**config.mk**
```make
export PLATFORM = sky130hd
export DESIGN_NAME = complementary_waveform_unit
export DESIGN_NICKNAME = d
export VERILOG_FILES = /design/src/common/cwu_pkg.sv /design/src/common/cwu_timer_if.sv /design/src/logic/complementary_waveform_unit.sv /design/src/logic/interval_counter.sv
export VERILOG_INCLUDE_DIRS = /design/src /design/src/common
export SDC_FILE = /design/constraint.sdc
export NUM_CORES = 1
export LEC_CHECK = 0
export BUFFER_PORTS_ARGS = -buffer_cell sky130_fd_sc_hd__buf_2
export CAP_MARGIN = 20
export CORE_MARGIN = 2
export CORE_UTILIZATION = 59
export DETAILED_ROUTE_END_ITERATION = 10
export HOLD_SLACK_MARGIN = 0.1
export PLACE_DENSITY = 0.8
export SLEW_MARGIN = 20
export SYNTH_ARGS = -nofsm -noshare
export SYNTH_HDL_FRONTEND = slang
export SYNTH_SLANG_ARGS = --single-unit
```
**constraint.sdc**
```tcl
create_clock -name sys_clk_in -period 3.9 [get_ports sys_clk_in]
set_input_delay 1.17 -clock sys_clk_in [delete_from_list [all_inputs] [get_ports sys_clk_in]]
set_output_delay 1.17 -clock sys_clk_in [all_outputs]
set_load 0.05 [all_outputs]
```
**src/common/cwu_defines.svh**
```systemverilog
// register offsets, field positions, reset values and timing counts of the
// complementary waveform unit; assumes inclusion by bare name, no processes
`ifndef CWU_DEFINES_SVH
`define CWU_DEFINES_SVH
// ==================================================
// register byte offsets
`define CWU_CTRL_OFS 8'h00
`define CWU_SHDN_OFS 8'h04
`define CWU_RISE_OFS 8'h08
`define CWU_FALL_OFS 8'h0c
`define CWU_STAT_OFS 8'h10
// ==================================================
// control register fields
`define CWU_EN 0
`define CWU_PP 1
`define CWU_LD 2
`define CWU_OE0 3
`define CWU_OE1 4
`define CWU_POL0 5
`define CWU_POL1 6
`define CWU_RLVL 7
`define CWU_FLVL 8
`define CWU_FSAME 9
`define CWU_DBASY 10
`define CWU_CSEL 12:11
// ==================================================
// shutdown register fields
`define CWU_SDACT 0
`define CWU_ARS 1
`define CWU_OVR0 3:2
`define CWU_OVR1 5:4
`define CWU_FLTEN 6
`define CWU_HLTEN 7
// ==================================================
// rise and fall count register fields
`define CWU_PH 7:0
`define CWU_BK 15:8
`define CWU_DB 23:16
// ==================================================
// status register fields
`define CWU_ST_OUT0 0
`define CWU_ST_OUT1 1
`define CWU_ST_DRV 2
`define CWU_ST_PIN 3
`define CWU_ST_FLT 4
`define CWU_ST_STATE 11:8
// ==================================================
// writable masks and reset values
`define CWU_CTRL_MASK 32'h0000_1fff
`define CWU_SHDN_MASK 32'h0000_00ff
`define CWU_TIME_MASK 32'h00ff_ffff
`define CWU_CTRL_RST 32'h0000_0000
`define CWU_SHDN_RST 32'h0000_0001
`define CWU_TIME_RST 32'h0000_0000
// ==================================================
// timing: default divide ratio of the divided generator clock
`define CWU_CLK_DIV 4
`endif

```
**src/common/cwu_pkg.sv**
```systemverilog
// types shared by the complementary waveform unit
// assumes: compiled before every file that names cwu_pkg
package cwu_pkg;
  typedef enum logic [3:0] {
    ST_OFF = 4'b0001,
    ST_WAIT_ON = 4'b0010,
    ST_ON = 4'b0100,
    ST_WAIT_OFF = 4'b1000
  } drive_state_t;
  typedef enum logic [1:0] {
    OVR_OFF = 2'h0,
    OVR_LOW = 2'h1,
    OVR_HIGH = 2'h2,
    OVR_HIZ = 2'h3
  } override_t;
  typedef enum logic [1:0] {
    CLK_SYS = 2'h0,
    CLK_DIVIDED = 2'h1,
    CLK_PIN = 2'h2
  } gen_clk_sel_t;
  typedef enum logic [2:0] {
    REG_CTRL = 3'h0,
    REG_SHDN = 3'h1,
    REG_RISE = 3'h2,
    REG_FALL = 3'h3,
    REG_STAT = 3'h4,
    REG_NONE = 3'h7
  } reg_sel_t;
endpackage

```
**src/common/cwu_timer_if.sv**
```systemverilog
// start/length/tick/busy bundle between the unit and one interval counter
// assumes: owner and counter share one clock
`timescale 1ns/10ps
interface cwu_timer_if #(parameter int unsigned W = 8);
  logic start;
  logic [W-1:0] len;
  logic tick;
  logic busy;
  modport owner (output start, output len, output tick, input busy);
  modport counter (input start, input len, input tick, output busy);
endinterface

```
**src/logic/complementary_waveform_unit.sv**
```systemverilog
// complementary / push-pull waveform generator with axi4-lite registers
// assumes: event, fault, limit and clock pins may be asynchronous
//
// The register addresses and register access over AXI4-Lite were left to the implementer.
`timescale 1ns/10ps
`include "cwu_defines.svh"
module complementary_waveform_unit #(
  parameter int unsigned CLK_DIV = `CWU_CLK_DIV
) (
  input wire logic sys_clk_in,
  input wire logic arst_n_in,
  input wire logic [7:0] awaddr_in,
  input wire logic awvalid_in,
  output logic awready_out,
  input wire logic [31:0] wdata_in,
  input wire logic [3:0] wstrb_in,
  input wire logic wvalid_in,
  output logic wready_out,
  output logic [1:0] bresp_out,
  output logic bvalid_out,
  input wire logic bready_in,
  input wire logic [7:0] araddr_in,
  input wire logic arvalid_in,
  output logic arready_out,
  output logic [31:0] rdata_out,
  output logic [1:0] rresp_out,
  output logic rvalid_out,
  input wire logic rready_in,
  input wire logic rise_event_in,
  input wire logic fall_event_in,
  input wire logic fault_in,
  input wire logic hlt_event_in,
  input wire logic gen_clk_pin_in,
  output logic out0_out,
  output logic out0_oe_out,
  output logic out1_out,
  output logic out1_oe_out
);
  // ==================================================
  // functions
  function automatic logic [31:0] merge(input logic [31:0] old_v, input logic [31:0] new_v,
                                        input logic [3:0] strb, input logic [31:0] mask);
    logic [31:0] r;
    r = old_v;
    for (int i = 0; i < 4; i++) begin
      if (strb[i]) begin
        r[i*8 +: 8] = new_v[i*8 +: 8];
      end
    end
    return r & mask;
  endfunction

  function automatic cwu_pkg::reg_sel_t decode(input logic [7:0] a);
    unique case (a)
      `CWU_CTRL_OFS: return cwu_pkg::REG_CTRL;
      `CWU_SHDN_OFS: return cwu_pkg::REG_SHDN;
      `CWU_RISE_OFS: return cwu_pkg::REG_RISE;
      `CWU_FALL_OFS: return cwu_pkg::REG_FALL;
      `CWU_STAT_OFS: return cwu_pkg::REG_STAT;
      default: return cwu_pkg::REG_NONE;
    endcase
  endfunction

  // pin level and enable from override, active state and polarity
  function automatic logic [1:0] pin_drive(input logic sd, input logic [1:0] ovr,
                                           input logic act, input logic pol, input logic en);
    if (!sd) begin
      return {act ^ pol, en};
    end
    unique case (cwu_pkg::override_t'(ovr))
      cwu_pkg::OVR_OFF: return {pol, en};
      cwu_pkg::OVR_LOW: return {1'b0, en};
      cwu_pkg::OVR_HIGH: return {1'b1, en};
      cwu_pkg::OVR_HIZ: return {pol, 1'b0};
    endcase
  endfunction

  // ==================================================
  // registers and state
  logic [31:0] ctrl_q, shdn_q, rise_q, fall_q, work_rise_q, work_fall_q;
  logic aw_hold_q, w_hold_q, bvalid_q, rvalid_q;
  logic [7:0] awaddr_q;
  logic [31:0] wdata_q, rdata_q;
  logic [3:0] wstrb_q;
  logic [1:0] bresp_q, rresp_q;
  logic [4:0] sync1_q, sync2_q;
  logic prev_rise_q, prev_fall_q, prev_clk_q, prev_hlt_q;
  logic [7:0] div_q;
  cwu_pkg::drive_state_t st_q, st_d;
  logic drive_q, drive_d, pin_sel_q;
  logic out0_q, oe0_q, out1_q, oe1_q;
  logic wr_go, wr_ctrl, run, gen_tick, div_tick;
  logic rise_src, fall_src, rise_hit, fall_hit, rise_ev, fall_ev;
  logic fault_now, hlt_ev, bk_dir_q, act0, act1, xfer;
  logic [1:0] drv0, drv1;
  cwu_pkg::reg_sel_t wsel;

  cwu_timer_if ph_if ();
  cwu_timer_if bk_if ();
  cwu_timer_if db_if ();

  interval_counter u_phase (.sys_clk_in(sys_clk_in), .arst_n_in(arst_n_in), .tmr(ph_if.counter));
  interval_counter u_blank (.sys_clk_in(sys_clk_in), .arst_n_in(arst_n_in), .tmr(bk_if.counter));
  interval_counter u_dead (.sys_clk_in(sys_clk_in), .arst_n_in(arst_n_in), .tmr(db_if.counter));

  // ==================================================
  // axi4-lite write channel
  // address and data are taken in either order; the write fires when both are held
  assign awready_out = !aw_hold_q && !bvalid_q;
  assign wready_out = !w_hold_q && !bvalid_q;
  assign bvalid_out = bvalid_q;
  assign bresp_out = bresp_q;
  assign wr_go = aw_hold_q && w_hold_q;
  assign wsel = decode(awaddr_q);
  assign wr_ctrl = wr_go && wsel == cwu_pkg::REG_CTRL;

  always_ff @(posedge sys_clk_in or negedge arst_n_in) begin
    if (!arst_n_in) begin
      aw_hold_q <= 1'b0;
      w_hold_q <= 1'b0;
      awaddr_q <= 8'h00;
      wdata_q <= 32'h0000_0000;
      wstrb_q <= 4'h0;
      bvalid_q <= 1'b0;
      bresp_q <= 2'h0;
    end else begin
      if (awvalid_in && awready_out) begin
        aw_hold_q <= 1'b1;
        awaddr_q <= awaddr_in;
      end
      if (wvalid_in && wready_out) begin
        w_hold_q <= 1'b1;
        wdata_q <= wdata_in;
        wstrb_q <= wstrb_in;
      end
      if (wr_go) begin
        aw_hold_q <= 1'b0;
        w_hold_q <= 1'b0;
        bvalid_q <= 1'b1;
        bresp_q <= (wsel == cwu_pkg::REG_NONE) ? 2'h2 : 2'h0; // slverr on unmapped
      end else if (bvalid_q && bready_in) begin
        bvalid_q <= 1'b0;
      end
    end
  end

  // ==================================================
  // axi4-lite read channel
  assign arready_out = !rvalid_q;
  assign rvalid_out = rvalid_q;
  assign rdata_out = rdata_q;
  assign rresp_out = rresp_q;

  always_ff @(posedge sys_clk_in or negedge arst_n_in) begin
    if (!arst_n_in) begin
      rvalid_q <= 1'b0;
      rdata_q <= 32'h0000_0000;
      rresp_q <= 2'h0;
    end else if (arvalid_in && arready_out) begin
      rvalid_q <= 1'b1;
      rresp_q <= 2'h0;
      unique case (decode(araddr_in))
        cwu_pkg::REG_CTRL: rdata_q <= ctrl_q;
        cwu_pkg::REG_SHDN: rdata_q <= shdn_q;
        cwu_pkg::REG_RISE: rdata_q <= rise_q;
        cwu_pkg::REG_FALL: rdata_q <= fall_q;
        cwu_pkg::REG_STAT: rdata_q <= {20'h0_0000, st_q, 3'h0, sync2_q[2], pin_sel_q, drive_q, out1_q, out0_q};
        default: begin
          rdata_q <= 32'h0000_0000;
          rresp_q <= 2'h2;
        end
      endcase
    end else if (rvalid_q && rready_in) begin
      rvalid_q <= 1'b0;
    end
  end

  // ==================================================
  // control and shutdown registers with hardware side effects
  assign xfer = ctrl_q[`CWU_EN] && ctrl_q[`CWU_LD] && st_q == cwu_pkg::ST_OFF;
  assign fault_now = shdn_q[`CWU_FLTEN] && sync2_q[2];

  always_ff @(posedge sys_clk_in or negedge arst_n_in) begin
    if (!arst_n_in) begin
      ctrl_q <= `CWU_CTRL_RST;
      shdn_q <= `CWU_SHDN_RST;
    end else begin
      // load bit: hardware clear loses to a software set in the same cycle
      if (xfer) begin
        ctrl_q[`CWU_LD] <= 1'b0;
      end
      if (wr_ctrl) begin
        ctrl_q <= merge(ctrl_q, wdata_q, wstrb_q, `CWU_CTRL_MASK);
      end
      if (wr_go && wsel == cwu_pkg::REG_SHDN) begin
        shdn_q <= merge(shdn_q, wdata_q, wstrb_q, `CWU_SHDN_MASK);
      end
      // auto-restart clears only once the fault is gone, else it would chatter
      if (shdn_q[`CWU_ARS] && !fault_now) begin
        shdn_q[`CWU_SDACT] <= 1'b0;
      end
      if (fault_now) begin
        shdn_q[`CWU_SDACT] <= 1'b1;
      end
    end
  end

  // ==================================================
  // count registers and their working copies
  always_ff @(posedge sys_clk_in or negedge arst_n_in) begin
    if (!arst_n_in) begin
      rise_q <= `CWU_TIME_RST;
      fall_q <= `CWU_TIME_RST;
      work_rise_q <= `CWU_TIME_RST;
      work_fall_q <= `CWU_TIME_RST;
    end else begin
      if (wr_go && wsel == cwu_pkg::REG_RISE) begin
        rise_q <= merge(rise_q, wdata_q, wstrb_q, `CWU_TIME_MASK);
      end
      if (wr_go && wsel == cwu_pkg::REG_FALL) begin
        fall_q <= merge(fall_q, wdata_q, wstrb_q, `CWU_TIME_MASK);
      end
      // working copies change only between periods so a set of counts acts together
      if (!ctrl_q[`CWU_EN] || xfer) begin
        work_rise_q <= rise_q;
        work_fall_q <= fall_q;
      end
    end
  end

  // ==================================================
  // synchronisers: rise, fall, fault, limit timer, clock pin
  always_ff @(posedge sys_clk_in or negedge arst_n_in) begin
    if (!arst_n_in) begin
      sync1_q <= 5'h00;
      sync2_q <= 5'h00;
    end else begin
      sync1_q <= {gen_clk_pin_in, hlt_event_in, fault_in, fall_event_in, rise_event_in};
      sync2_q <= sync1_q;
    end
  end

  // edge history on the synchronised copies only
  always_ff @(posedge sys_clk_in or negedge arst_n_in) begin
    if (!arst_n_in) begin
      prev_rise_q <= 1'b0;
      prev_fall_q <= 1'b0;
      prev_hlt_q <= 1'b0;
      prev_clk_q <= 1'b0;
    end else begin
      prev_rise_q <= rise_src;
      prev_fall_q <= fall_src;
      prev_hlt_q <= sync2_q[3];
      prev_clk_q <= sync2_q[4];
    end
  end

  // ==================================================
  // generator tick select
  // the pin clock is limited to under half the system clock rate
  always_ff @(posedge sys_clk_in or negedge arst_n_in) begin
    if (!arst_n_in) begin
      div_q <= 8'h00;
    end else begin
      div_q <= div_tick ? 8'h00 : div_q + 8'h01;
    end
  end
  assign div_tick = (div_q == 8'(CLK_DIV - 1));

  always_comb begin
    unique case (ctrl_q[`CWU_CSEL])
      cwu_pkg::CLK_DIVIDED: gen_tick = div_tick;
      cwu_pkg::CLK_PIN: gen_tick = sync2_q[4] && !prev_clk_q;
      default: gen_tick = 1'b1;
    endcase
  end

  // ==================================================
  // event detection and blanking
  // a falling source may be the falling edge of the rising input
  assign rise_src = sync2_q[0];
  assign fall_src = ctrl_q[`CWU_FSAME] ? !sync2_q[0] : sync2_q[1];
  assign rise_hit = rise_src && (ctrl_q[`CWU_RLVL] || !prev_rise_q);
  assign fall_hit = fall_src && (ctrl_q[`CWU_FLVL] || !prev_fall_q);
  assign hlt_ev = shdn_q[`CWU_HLTEN] && sync2_q[3] && !prev_hlt_q;
  assign rise_ev = rise_hit && !(bk_if.busy && !bk_dir_q);
  assign fall_ev = (fall_hit && !(bk_if.busy && bk_dir_q)) || hlt_ev;
  assign run = ctrl_q[`CWU_EN] && !shdn_q[`CWU_SDACT];

  // ==================================================
  // drive state machine with phase delay
  always_comb begin
    st_d = st_q;
    ph_if.start = 1'b0;
    ph_if.len = work_rise_q[`CWU_PH];
    unique case (st_q)
      cwu_pkg::ST_OFF: begin
        if (rise_ev) begin
          if (work_rise_q[`CWU_PH] == 8'h00) begin
            st_d = cwu_pkg::ST_ON;
          end else begin
            st_d = cwu_pkg::ST_WAIT_ON;
            ph_if.start = 1'b1;
          end
        end
      end
      cwu_pkg::ST_WAIT_ON: begin
        if (fall_ev) begin
          st_d = cwu_pkg::ST_OFF;
        end else if (!ph_if.busy) begin
          st_d = cwu_pkg::ST_ON;
        end
      end
      cwu_pkg::ST_ON: begin
        if (fall_ev) begin
          ph_if.len = work_fall_q[`CWU_PH];
          if (work_fall_q[`CWU_PH] == 8'h00) begin
            st_d = cwu_pkg::ST_OFF;
          end else begin
            st_d = cwu_pkg::ST_WAIT_OFF;
            ph_if.start = 1'b1;
          end
        end
      end
      cwu_pkg::ST_WAIT_OFF: begin
        ph_if.len = work_fall_q[`CWU_PH];
        if (!ph_if.busy) begin
          st_d = cwu_pkg::ST_OFF;
        end
      end
    endcase
    // shutdown or disable ends the active drive at once
    if (!run) begin
      st_d = cwu_pkg::ST_OFF;
      ph_if.start = 1'b0;
    end
  end

  assign drive_d = (st_d == cwu_pkg::ST_ON) || (st_d == cwu_pkg::ST_WAIT_OFF);
  assign ph_if.tick = gen_tick;

  always_ff @(posedge sys_clk_in or negedge arst_n_in) begin
    if (!arst_n_in) begin
      st_q <= cwu_pkg::ST_OFF;
      drive_q <= 1'b0;
      pin_sel_q <= 1'b1;
    end else begin
      st_q <= st_d;
      drive_q <= drive_d;
      if (drive_d && !drive_q) begin
        pin_sel_q <= !pin_sel_q;
      end
    end
  end

  // ==================================================
  // blanking and dead-band counters restart on each drive change
  assign bk_if.start = drive_d != drive_q;
  assign bk_if.len = drive_d ? work_rise_q[`CWU_BK] : work_fall_q[`CWU_BK];
  assign bk_if.tick = gen_tick;
  assign db_if.start = drive_d != drive_q;
  assign db_if.len = drive_d ? work_rise_q[`CWU_DB] : work_fall_q[`CWU_DB];
  assign db_if.tick = ctrl_q[`CWU_DBASY] ? 1'b1 : gen_tick;

  always_ff @(posedge sys_clk_in or negedge arst_n_in) begin
    if (!arst_n_in) begin
      bk_dir_q <= 1'b0;
    end else if (bk_if.start) begin
      bk_dir_q <= drive_d; // 1: after rise drive, masks falls
    end
  end

  // ==================================================
  // output pair: mode, dead band, override, polarity, enable
  always_comb begin
    if (ctrl_q[`CWU_PP]) begin
      act0 = drive_q && !pin_sel_q;
      act1 = drive_q && pin_sel_q;
    end else begin
      act0 = drive_q && !db_if.busy;
      act1 = !drive_q && !db_if.busy;
    end
  end
  assign drv0 = pin_drive(shdn_q[`CWU_SDACT], shdn_q[`CWU_OVR0], act0, ctrl_q[`CWU_POL0], ctrl_q[`CWU_OE0]);
  assign drv1 = pin_drive(shdn_q[`CWU_SDACT], shdn_q[`CWU_OVR1], act1, ctrl_q[`CWU_POL1], ctrl_q[`CWU_OE1]);

  // disabled generator releases both pins at their idle level
  always_ff @(posedge sys_clk_in or negedge arst_n_in) begin
    if (!arst_n_in) begin
      out0_q <= 1'b0;
      oe0_q <= 1'b0;
      out1_q <= 1'b0;
      oe1_q <= 1'b0;
    end else if (!ctrl_q[`CWU_EN]) begin
      out0_q <= ctrl_q[`CWU_POL0];
      oe0_q <= 1'b0;
      out1_q <= ctrl_q[`CWU_POL1];
      oe1_q <= 1'b0;
    end else begin
      {out0_q, oe0_q} <= drv0;
      {out1_q, oe1_q} <= drv1;
    end
  end
  assign out0_out = out0_q;
  assign out0_oe_out = oe0_q;
  assign out1_out = out1_q;
  assign out1_oe_out = oe1_q;
endmodule // complementary_waveform_unit

```
**src/logic/interval_counter.sv**
```systemverilog
// down counter timing one phase, blanking or dead-band interval
// assumes: start is a one-cycle pulse from logic on sys_clk_in
`timescale 1ns/10ps
module interval_counter #(
  parameter int unsigned W = 8
) (
  input wire logic sys_clk_in,
  input wire logic arst_n_in,
  cwu_timer_if.counter tmr
);
  logic [W-1:0] count_q;

  // ==================================================
  // counter
  // load on start, then one step per tick; zero means no interval
  always_ff @(posedge sys_clk_in or negedge arst_n_in) begin
    if (!arst_n_in) begin
      count_q <= '0;
    end else if (tmr.start) begin
      count_q <= tmr.len;
    end else if (tmr.tick && count_q != '0) begin
      count_q <= count_q - 1'b1;
    end
  end

  // busy is registered only; a start-term here would close a loop
  assign tmr.busy = (count_q != '0);
endmodule // interval_counter

```
# [After elaboration in Yosys (flattened, before gate mapping)]
# Cells that the tools add are included.
[totals] regBits=249 latch_bits=0 ram_bits=0 mem_bits_ro=0 input_bits=64 output_inout_bits=45 wordCells=230 n_memories=0
[op_classes] n_addsub=4 mul=0 div=0 n_lt_le_gt_ge=0 n_eq_ne=33 n_shift=0 muxes=60 bitwise_logic=2 n_reduce_logical=90
[op_table] cell="one-hot mux 24 bit (5 select lines)" count=1
[op_table] cell="2-to-1 mux 8 bit" count=10
[op_table] cell="logical AND 1 bit" count=34
[op_table] cell="equality test 8 x 4 -> 1 bit, second input constant" count=4
[op_table] cell="logical NOT 8 bit" count=4
[op_table] cell="one-hot mux 3 bit (5 select lines)" count=2
[op_table] cell="2-to-1 mux 4 bit" count=7
[op_table] cell="2-to-1 mux 1 bit" count=26
[op_table] cell="nonzero test 8 bit" count=3
[op_table] cell="subtractor 8 x 1 -> 8 bit, second input constant" count=3
[op_table] cell="AND reduction 2 bit" count=11
[op_table] cell="logical NOT 1 bit" count=18
[op_table] cell="equality test 8 x 3 -> 1 bit, second input constant" count=2
[op_table] cell="equality test 8 x 5 -> 1 bit, second input constant" count=2
[op_table] cell="one-hot mux 2 bit (4 select lines)" count=2
[op_table] cell="one-hot mux 4 bit (4 select lines)" count=1
[op_table] cell="one-hot mux 8 bit (2 select lines)" count=1
[op_table] cell="nonzero test 2 bit" count=8
[op_table] cell="equality test 3 x 2 -> 1 bit, second input constant" count=4
[op_table] cell="2-to-1 mux 3 bit" count=4
[op_table] cell="equality test 2 bit, second input constant" count=5
[op_table] cell="adder 8 x 1 -> 8 bit, second input constant" count=1
[op_table] cell="equality test 4 x 3 -> 1 bit, second input constant" count=2
[op_table] cell="equality test 4 bit, second input constant" count=2
[op_table] cell="other kinds (16)" count=32

# [Longest topological paths before layout]
# Gate-level depths: netlist of the first run.
[depth] depth_word=12 depth_mapped=15 ltp_nobuf=12

# [By module]
# From an unflattened synthesis of the first run, not the netlist that was laid out.
[hier_totals] hier_cells=908 area_unflattened_um2=10996.8
[modules_own_cells] mod="complementary_waveform_unit" instances=1 cells_each=716 area_per_inst_um2=9296.4 seq_area_each_um2=5383.9
[modules_own_cells] mod="interval_counter" instances=3 cells_each=64 area_per_inst_um2=566.8 seq_area_each_um2=200.2

# [Worst setup path before layout of the first run]
# No wires, ideal clock.
[synth_timing] kind="reg2reg" start="register u_blank.count_q[0]" end="register u_blank.count_q[0]" setup_time_ns=0.126 t_arrival_ns=3.361 required_ns=3.774 slack_ns=0.413 stages_incl_launch_ff=15 n_path_buf=3 synth_period_minus_slack_ns=3.487 path_cell_list="dfrtp_1 inv_1 ha_1 or3b_2 o21ba_1 o311ai_2 o31ai_1 a21o_1 buf_6 and3_4 buf_6 ha_1 and4b_1 buf_2 a221o_1"
[synth_between] elab_chain_len=12 elab_cells_between_ends=23 classes_between="add/sub: 1; eq/ne: 3; mux: 8; reduce/logical: 11"
[synth_rtl] element="start: declaration" line_no="interval_counter.sv:11" source="logic [W-1:0] count_q;"
[synth_rtl] element="start signal: assignment" line_no="interval_counter.sv:20" source="count_q <= tmr.len;"
[synth_rtl] element="start signal: assignment" line_no="interval_counter.sv:22" source="count_q <= count_q - 1'b1;"
[synth_rtl] element="nonzero test 8 bit (*)" line_no="interval_counter.sv:27" source="assign tmr.busy = (count_q != '0);"
[synth_rtl] element="logical AND 1 bit" line_no="complementary_waveform_unit.sv:287" source="assign fall_ev = (fall_hit && !(bk_if.busy && bk_dir_q)) || hlt_ev;"
[synth_rtl] element="logical NOT 1 bit" line_no="complementary_waveform_unit.sv:287"
[synth_rtl] element="logical AND 1 bit" line_no="complementary_waveform_unit.sv:287"
[synth_rtl] element="logical OR 1 bit" line_no="complementary_waveform_unit.sv:287"
[synth_rtl] element="2-to-1 mux 4 bit, on equally long branches" line_no="complementary_waveform_unit.sv:315, complementary_waveform_unit.sv:308"
[synth_rtl] element="one-hot mux 4 bit (4 select lines) (*)" line_no="complementary_waveform_unit.sv:296" source="unique case (st_q)"
[synth_rtl] element="2-to-1 mux 4 bit (*)" line_no="complementary_waveform_unit.sv:333" source="if (!run) begin"
[synth_rtl] element="equality test 4 x 3 -> 1 bit / equality test 4 bit (equally long branches)" line_no="complementary_waveform_unit.sv:339" source="assign drive_d = (st_d == cwu_pkg::ST_ON) || (st_d == cwu_pkg::ST_WAIT_OFF);"
[synth_rtl] element="logical OR 1 bit (*)" line_no="complementary_waveform_unit.sv:339"
[synth_rtl] element="named net drive_d" line_no="complementary_waveform_unit.sv:90" source="logic drive_q, drive_d, pin_sel_q;"
[synth_rtl] element="2-to-1 mux 8 bit / inequality test 1 bit (equally long branches)" line_no="complementary_waveform_unit.sv:359, complementary_waveform_unit.sv:358"
[synth_rtl] element="2-to-1 mux 8 bit / nonzero test 2 bit (equally long branches)"
# The timed path passes the listed nets; every way through them passes the cells marked *. The select of a mux whose other input is x is not followed.
# A chain may end at the register's enable or synchronous reset.

# [Worst setup path after layout of the first run]
[layout_timing] start="register u_blank.count_q[0]" end="register u_dead.count_q[6]"
[layout_between] elab_chain_len=12 elab_cells_between_ends=20 classes_between="eq/ne: 3; mux: 7; reduce/logical: 10"
[layout_rtl] element="nonzero test 8 bit (*)" line_no="interval_counter.sv:27"
[layout_rtl] element="logical AND 1 bit" line_no="complementary_waveform_unit.sv:287"
[layout_rtl] element="logical NOT 1 bit" line_no="complementary_waveform_unit.sv:287"
[layout_rtl] element="logical AND 1 bit" line_no="complementary_waveform_unit.sv:287"
[layout_rtl] element="logical OR 1 bit" line_no="complementary_waveform_unit.sv:287"
[layout_rtl] element="2-to-1 mux 4 bit, on equally long branches" line_no="complementary_waveform_unit.sv:315, complementary_waveform_unit.sv:308"
[layout_rtl] element="one-hot mux 4 bit (4 select lines) (*)" line_no="complementary_waveform_unit.sv:296"
[layout_rtl] element="2-to-1 mux 4 bit (*)" line_no="complementary_waveform_unit.sv:333"
[layout_rtl] element="equality test 4 x 3 -> 1 bit / equality test 4 bit (equally long branches)" line_no="complementary_waveform_unit.sv:339"
[layout_rtl] element="logical OR 1 bit (*)" line_no="complementary_waveform_unit.sv:339"
[layout_rtl] element="2-to-1 mux 8 bit / inequality test 1 bit (equally long branches)" line_no="complementary_waveform_unit.sv:362, complementary_waveform_unit.sv:361"
[layout_rtl] element="2-to-1 mux 8 bit / nonzero test 2 bit (equally long branches)"
[layout_rtl] element="end signal: assignment" line_no="interval_counter.sv:20"
[layout_rtl] element="end signal: assignment" line_no="interval_counter.sv:22"
[layout_rtl] element="end: declaration" line_no="interval_counter.sv:11"
# Mark *: on every way between the ends. The rest lies on a longest branch, timed or not.

==> impl_metrics.yaml, run 1 <==
finish:
  post-route-util_pct: 68.6
  areaGrowthSynthToFinish_pct: 14.3
  nets: 1034
  antenna_cells: 0
  drive_above_1_share_pct: 31.8
  final_area_mm2: 0.0123
clock_tree:
  ctsResizeCount: 0
  cts.sinks: 239
  cts_hold_buf: 0
  clk_latency_ps: 530
  postCtsSetupRepairBufs: 0
  h-tree-depth: 1
  cts_root_buf: "clkbuf_16"
  cts_tree: "yes"
  clkTransAtPathRegs_ps: 60
  numCtsBuffers: 25
  clockBufferDepth: 3
synth:
  synth_flop_cell: "dfrtp_1"
  synth_edf_count: 0
  syn_inst: 868
  synth_area_mm2: 0.0108
  ys_warn_count: 0
  async_flop_share_pct: 100
  synth_cell_types: 68
  ys_seq_area_share_pct: 55.5
  ys_ff_latch: 239
  syn-mean-instance-area_um2: 12.4
placed_design:
  port_buffers: 89
  place_congestion: 0.942
  post-place-ws_ps: 417
  hpwlAfterDp_um: 16400
  place_area_mm2: 0.0115
detailed_routing:
  drtAntennaViolNets: 0
  drt_wl_total_um: 24000
  drt_pass1_iterations: 5
  routed_via_density: 6.01
  vias: 7268
  drc: 0
  wire_per_inst_um: 19.8
  drt_iter0_drc: 481
worst_setup_path:
  arrival_ps: 3930
  worstSetupPathType: "register to register"
  crit_fanout: 12
  required_ps: 4300
  critPathCaptureType: "register"
  startpoint_type: "register"
sta:
  hold_slack_ps: 347
  period_minus_slack_ps: 3530
  finalClockSkew_ps: 17.5
  relSlewSlack_pct: 35.4
  rsz0062_at_grt: "no"
  worstMarginPinSlew_ps: 967
  final_max_slew_viol_count: 0
  finalSetupViolations: 0
  max_freq_mhz: 283
  final.setup.tns_ps: 0
  timing.final.ws_setup_ps: 372
  min_period_over_period_pct: 90.5
  hold_viol_final: 0
global_routing:
  grt_pass1_wl_um: 39700
  grt_max_degree: 94
  grt_pass1_vias: 7588
  antenna_found_initial: 0
  grt_use_total_pct: 25.5
  grt_overflow: 0
die:
  row_count: 49
  ios: 109
  die_width_um: 139
  die_area_mm2: 0.0194
  coreArea_mm2: 0.0180
  die_height_um: 139
  initial_core_util_pct: 60.0
power_and_ir_drop:
  leakage_nw: 5.84
  vdd_drop_max_uv: 557
  p_per_area_mw_per_mm2: 573
run:
  max-cap-violations: 0
outcome:
  status: "complete, no violations"
min_path:
  hold_path_class: "register to register"
worst paths after layout:
kind | from | endpoint | slack [ps] | cells past startpoint
hold / removal | sync1_q[4] | sync2_q[4] | 350 | 0
setup / recovery | u_blank.count_q[0] | u_dead.count_q[6] | 370 | 11
setup reg to reg | u_blank.count_q[0] | u_dead.count_q[6] | 370 | 11
min in group asynchronous | arst_n_in | sync2_q[0] | 660 | 1
hold reg to reg | sync1_q[4] | sync2_q[4] | 350 | 0
max in group asynchronous | arst_n_in | work_rise_q[16] | 2370 | 2
where the power goes:
part | switching (mW) | total (mW) | internal [mW]
sequential | 0.407 | 3.31 | 2.90
clock | 0.967 | 2.44 | 1.47
combinational | 0.663 | 1.31 | 0.650
total | 2.04 | 7.06 | 5.03
Yosys cell counts, types with 4 or more instances:
master / count / area share, %
dfrtp_1: 236 / 55
mux2_2: 150 / 16
nand2_1: 53 / 1.8
mux2i_1: 51 / 4.7
nor2_1: 37 / 1.3
o21ai_0: 34 / 1.6
clkbuf_1: 29 / 1.0
inv_1: 28 / 0.97
nand3_1: 26 / 1.2
a22o_1: 14 / 1.1
xor2_1: 13 / 1.1
and2_1: 12 / 0.70
xnor2_1: 12 / 0.97
buf_4: 10 / 0.70
nand4_1: 10 / 0.58
a21oi_1: 9 / 0.42
ha_1: 8 / 0.93
o311a_1: 8 / 0.74
nor2b_1: 7 / 0.41
nor3_1: 7 / 0.32
nor4_1: 6 / 0.35
o221ai_1: 6 / 0.49
a221o_1: 5 / 0.46
a31oi_1: 5 / 0.29
nand2b_1: 5 / 0.29
buf_1: 4 / 0.14
buf_6: 4 / 0.42
nand4b_1: 4 / 0.32
nor4b_1: 4 / 0.32
o22ai_1: 4 / 0.23
cells in the final DEF (no fill, tap or decap), drive strengths merged, types with 3 or more instances in the layout:
cell type and instances:
nand2 53, a21oi 11, bufinv 3, conb 10, o21ai 35, nor4 6
and2 13, xnor2 12, o311a 8, ha 8, clkbuf 39, nor2 37
nand4 10, nand2b 5, a21o 3, o22ai 4, o21bai 3, nand3 26
buf 108, o21a 3, a221oi 3, nor2b 7, mux2 150, nor4b 4
a22o 14, mux2i 51, o211ai 3, a22oi 3, or4 3, or3 5
dfrtp 236, dfstp 3, o221ai 6, inv 29, a221o 5, xor2 13
and3 4, nor3 7, a31oi 6, nand4b 4
routing by layer:
metal | vias to the layer above | track usage (%) | wire [um]
met5 | - | 0 | 0
met4 | 0 | 7.81 | 671
met3 | 47 | 4.82 | 1370
met2 | 226 | 41.0 | 11200
met1 | 3691 | 35.6 | 10700
li1 | 3304 | - | -
cell families after synthesis:
group | after synthesis | share of synthesized area [%]
AND/OR/NAND/NOR | 196 | 9.52
AO/OA/AOI/OAI | 120 | 8.24
buffers and inverters | 78 | 3.38
other | 1 | 0.0348
adder cells (fa/ha/maj) | 8 | 0.928
XOR/XNOR | 25 | 2.03
multiplexers | 201 | 20.4
flip-flops | 239 | 55.5
state kept, by name (all words and copies together), names as in the netlist, 8 cells and up:
name and flops:
fall_q 24, rdata_out 24, rise_q 24, wdata_q 24
work_fall_q 24, work_rise_q 24, ctrl_q 13, awaddr_q 8
div_q 8, shdn_q 8, u_blank.count_q 8, u_dead.count_q 8
u_phase.count_q 8
stage by stage:
stage	power, mW	std cells
6_report	7.06	1210
3_3_place_gp	4.58	1164
4_1_cts	7.10	1210
2_1_floorplan	4.23	877
3_5_place_dp	4.66	1164
5_1_grt	7.39	1210
critical path, stage by stage (launching register included):
cell	delay, ps
dfrtp_1	390
inv_1	90
ha_1	210
or3b_2	510
o21ai_1	190
a21oi_1	140
o31ai_1	460
nand3_1	160
and3_4	250
ha_1	330
and4b_1	300
a221o_1	380
cell type report:
type / instances / area, um^2
flip-flops and latches: 239 / 5980
fillers: 1249 / 5640
well taps: 229 / 287
clock buffers: 39 / 718
inverters: 28 / 105
multi-input cells: 560 / 4480
repair buffers: 108 / 623
clock inverters: 7 / 128
(Power assumes the default switching activity.)
==> run 2: changes to the inputs <==
- CORE_UTILIZATION: 59 -> 60
- PLACE_DENSITY: 0.8 -> 0.81
- clock period: 3.9 -> 4.4 ns (I/O delays scaled with it)
==> impl_metrics.yaml, run 2 (same netlist as run 1, synthesis figures left out) <==
sta:
  finalClockSkew_ps: 14.6
  final.setup.tns_ps: 0
  worstMarginPinSlew_ps: 944
  relSlewSlack_pct: 37.0
  hold_viol_final: 0
  hold_slack_ps: 347
  final_max_slew_viol_count: 0
  max_freq_mhz: 261
  period_minus_slack_ps: 3830
  rsz0062_at_grt: "no"
  min_period_over_period_pct: 87.1
  finalSetupViolations: 0
clock_tree:
  cts_tree: "yes"
  cts_root_buf: "clkbuf_16"
  cts_hold_buf: 0
  clockBufferDepth: 3
  clk_latency_ps: 530
  h-tree-depth: 1
  clkTransAtPathRegs_ps: 60
  cts.sinks: 239
  ctsResizeCount: 0
  numCtsBuffers: 25
  postCtsSetupRepairBufs: 0
finish:
  antenna_cells: 0
  mostFrequentLayoutCells: "dfrtp_1, mux2_2, buf_2"
  drive_above_1_share_pct: 32.1
  nets: 1030
  areaGrowthSynthToFinish_pct: 14.0
  nFillCells: 1241
  seqCellArea_mm2: 0.00598
  final_common_cell: "dfrtp_1"
  multi_input_area_mm2: 0.00449
die:
  die_height_um: 138
  coreArea_mm2: 0.0178
  row_count: 49
  die_width_um: 138
  ios: 109
  initial_core_util_pct: 60.7
  die_area_mm2: 0.0191
worst_setup_path:
  crit_fanout: 12
  arrival_ps: 4230
  r2r-start: "u_blank.count_q[0]"
  critPathCaptureType: "register"
  startpoint_type: "register"
  rr_worst_depth: 11
  timing.rr.end: "u_blank.count_q[1]"
  required_ps: 4800
  worstSetupPathType: "register to register"
  cp-startpoint: "u_blank.count_q[0]"
  reg2reg_slack_ps: 570
global_routing:
  grt_pass1_wl_um: 39200
  antenna_found_initial: 0
  grt_use_total_pct: 25.3
  grt_overflow: 0
  grt_pass1_vias: 7312
  grt_max_degree: 122
run:
  max-cap-violations: 0
detailed_routing:
  drt_pass1_iterations: 5
  drt_wl_total_um: 23800
  vias: 7183
  wirelength_met1_um: 10900
  drt_iter0_drc: 630
  routed_via_density: 5.96
  wire_per_inst_um: 19.7
  dr_wl_met2_um: 11000
  drc: 0
  dr_wl_met3_um: 1360
  highest_layer: "met4"
  drtAntennaViolNets: 0
placed_design:
  hpwlAfterDp_um: 16200
  place_congestion: 0.930
  port_buffers: 89
power_and_ir_drop:
  p_per_area_mw_per_mm2: 507
  vdd_drop_max_uv: 676
  leakage_nw: 5.83
min_path:
  hold_depth: 0
  hp-start: "sync1_q[2]"
  hold_path_class: "register to register"
  min_to: "sync2_q[2]"
outcome:
  status: "complete, no violations"
run 2: changes by cell type in the layout (fill, tap and decap cells not counted), sizes merged:
| cell | change |
|---|---|
| buf | -4 |
| clkinv | +1 |
| clkbuf | +1 |
| bufinv | -2 |
| clkinvlp | -1 |
run 2: worst max-delay path: stages (launching register included):
cell and delay (ps):
dfrtp_1 380, inv_1 90, ha_1 200, or3b_2 510, o21ai_1 190, a21oi_1 140
o31ai_1 500, nand3_1 180, and3_4 260, ha_1 530, and4b_1 350, a221o_1 380
run 2: worst max-delay path by stage:
stage,endpoint,cells past startpoint
final,u_blank.count_q[1],11
after global routing,u_dead.count_q[6],11
after CTS,u_blank.count_q[1],11
after detailed placement,rdata_out[18],8
after global placement,u_blank.count_q[2],11
after floorplan,u_blank.count_q[0],14
run 2: cell type report:
cell class                      count  share of cell area, %
Sequential cell                   239                   48.6
Multi-Input combinational cell    560                   36.5
Clock buffer                       40                   6.36
Timing Repair Buffer              104                   4.82
Tap cell                          229                   2.33
Inverter                           28                  0.854
Clock inverter                      5                  0.529
run 2: metrics by stage:
step	cell area [um^2]	power, mW	instances	util, %	setup slack (ps)
finish	12300	6.23	1205	69.2	569
global route	12300	6.53	1205	69.2	334
floorplan	10800	3.75	877	-	913
global placement	11500	4.06	1160	64.4	623
detailed placement	11500	4.12	1160	64.4	541
CTS	12300	6.27	1205	69.2	574
run 2: layer usage:
layer	global-route usage [%]	vias to the layer above
li1	-	3300
met1	36.7	3636
met2	40.1	211
met3	4.68	36
met4	6.66	0
met5	0	-
run 2: power by group:
group | total (mW) | switching [mW] | internal [mW]
Clock | 2.13 | 0.855 | 1.28
Sequential | 2.94 | 0.365 | 2.58
Combinational | 1.16 | 0.590 | 0.575
Total | 6.23 | 1.81 | 4.43
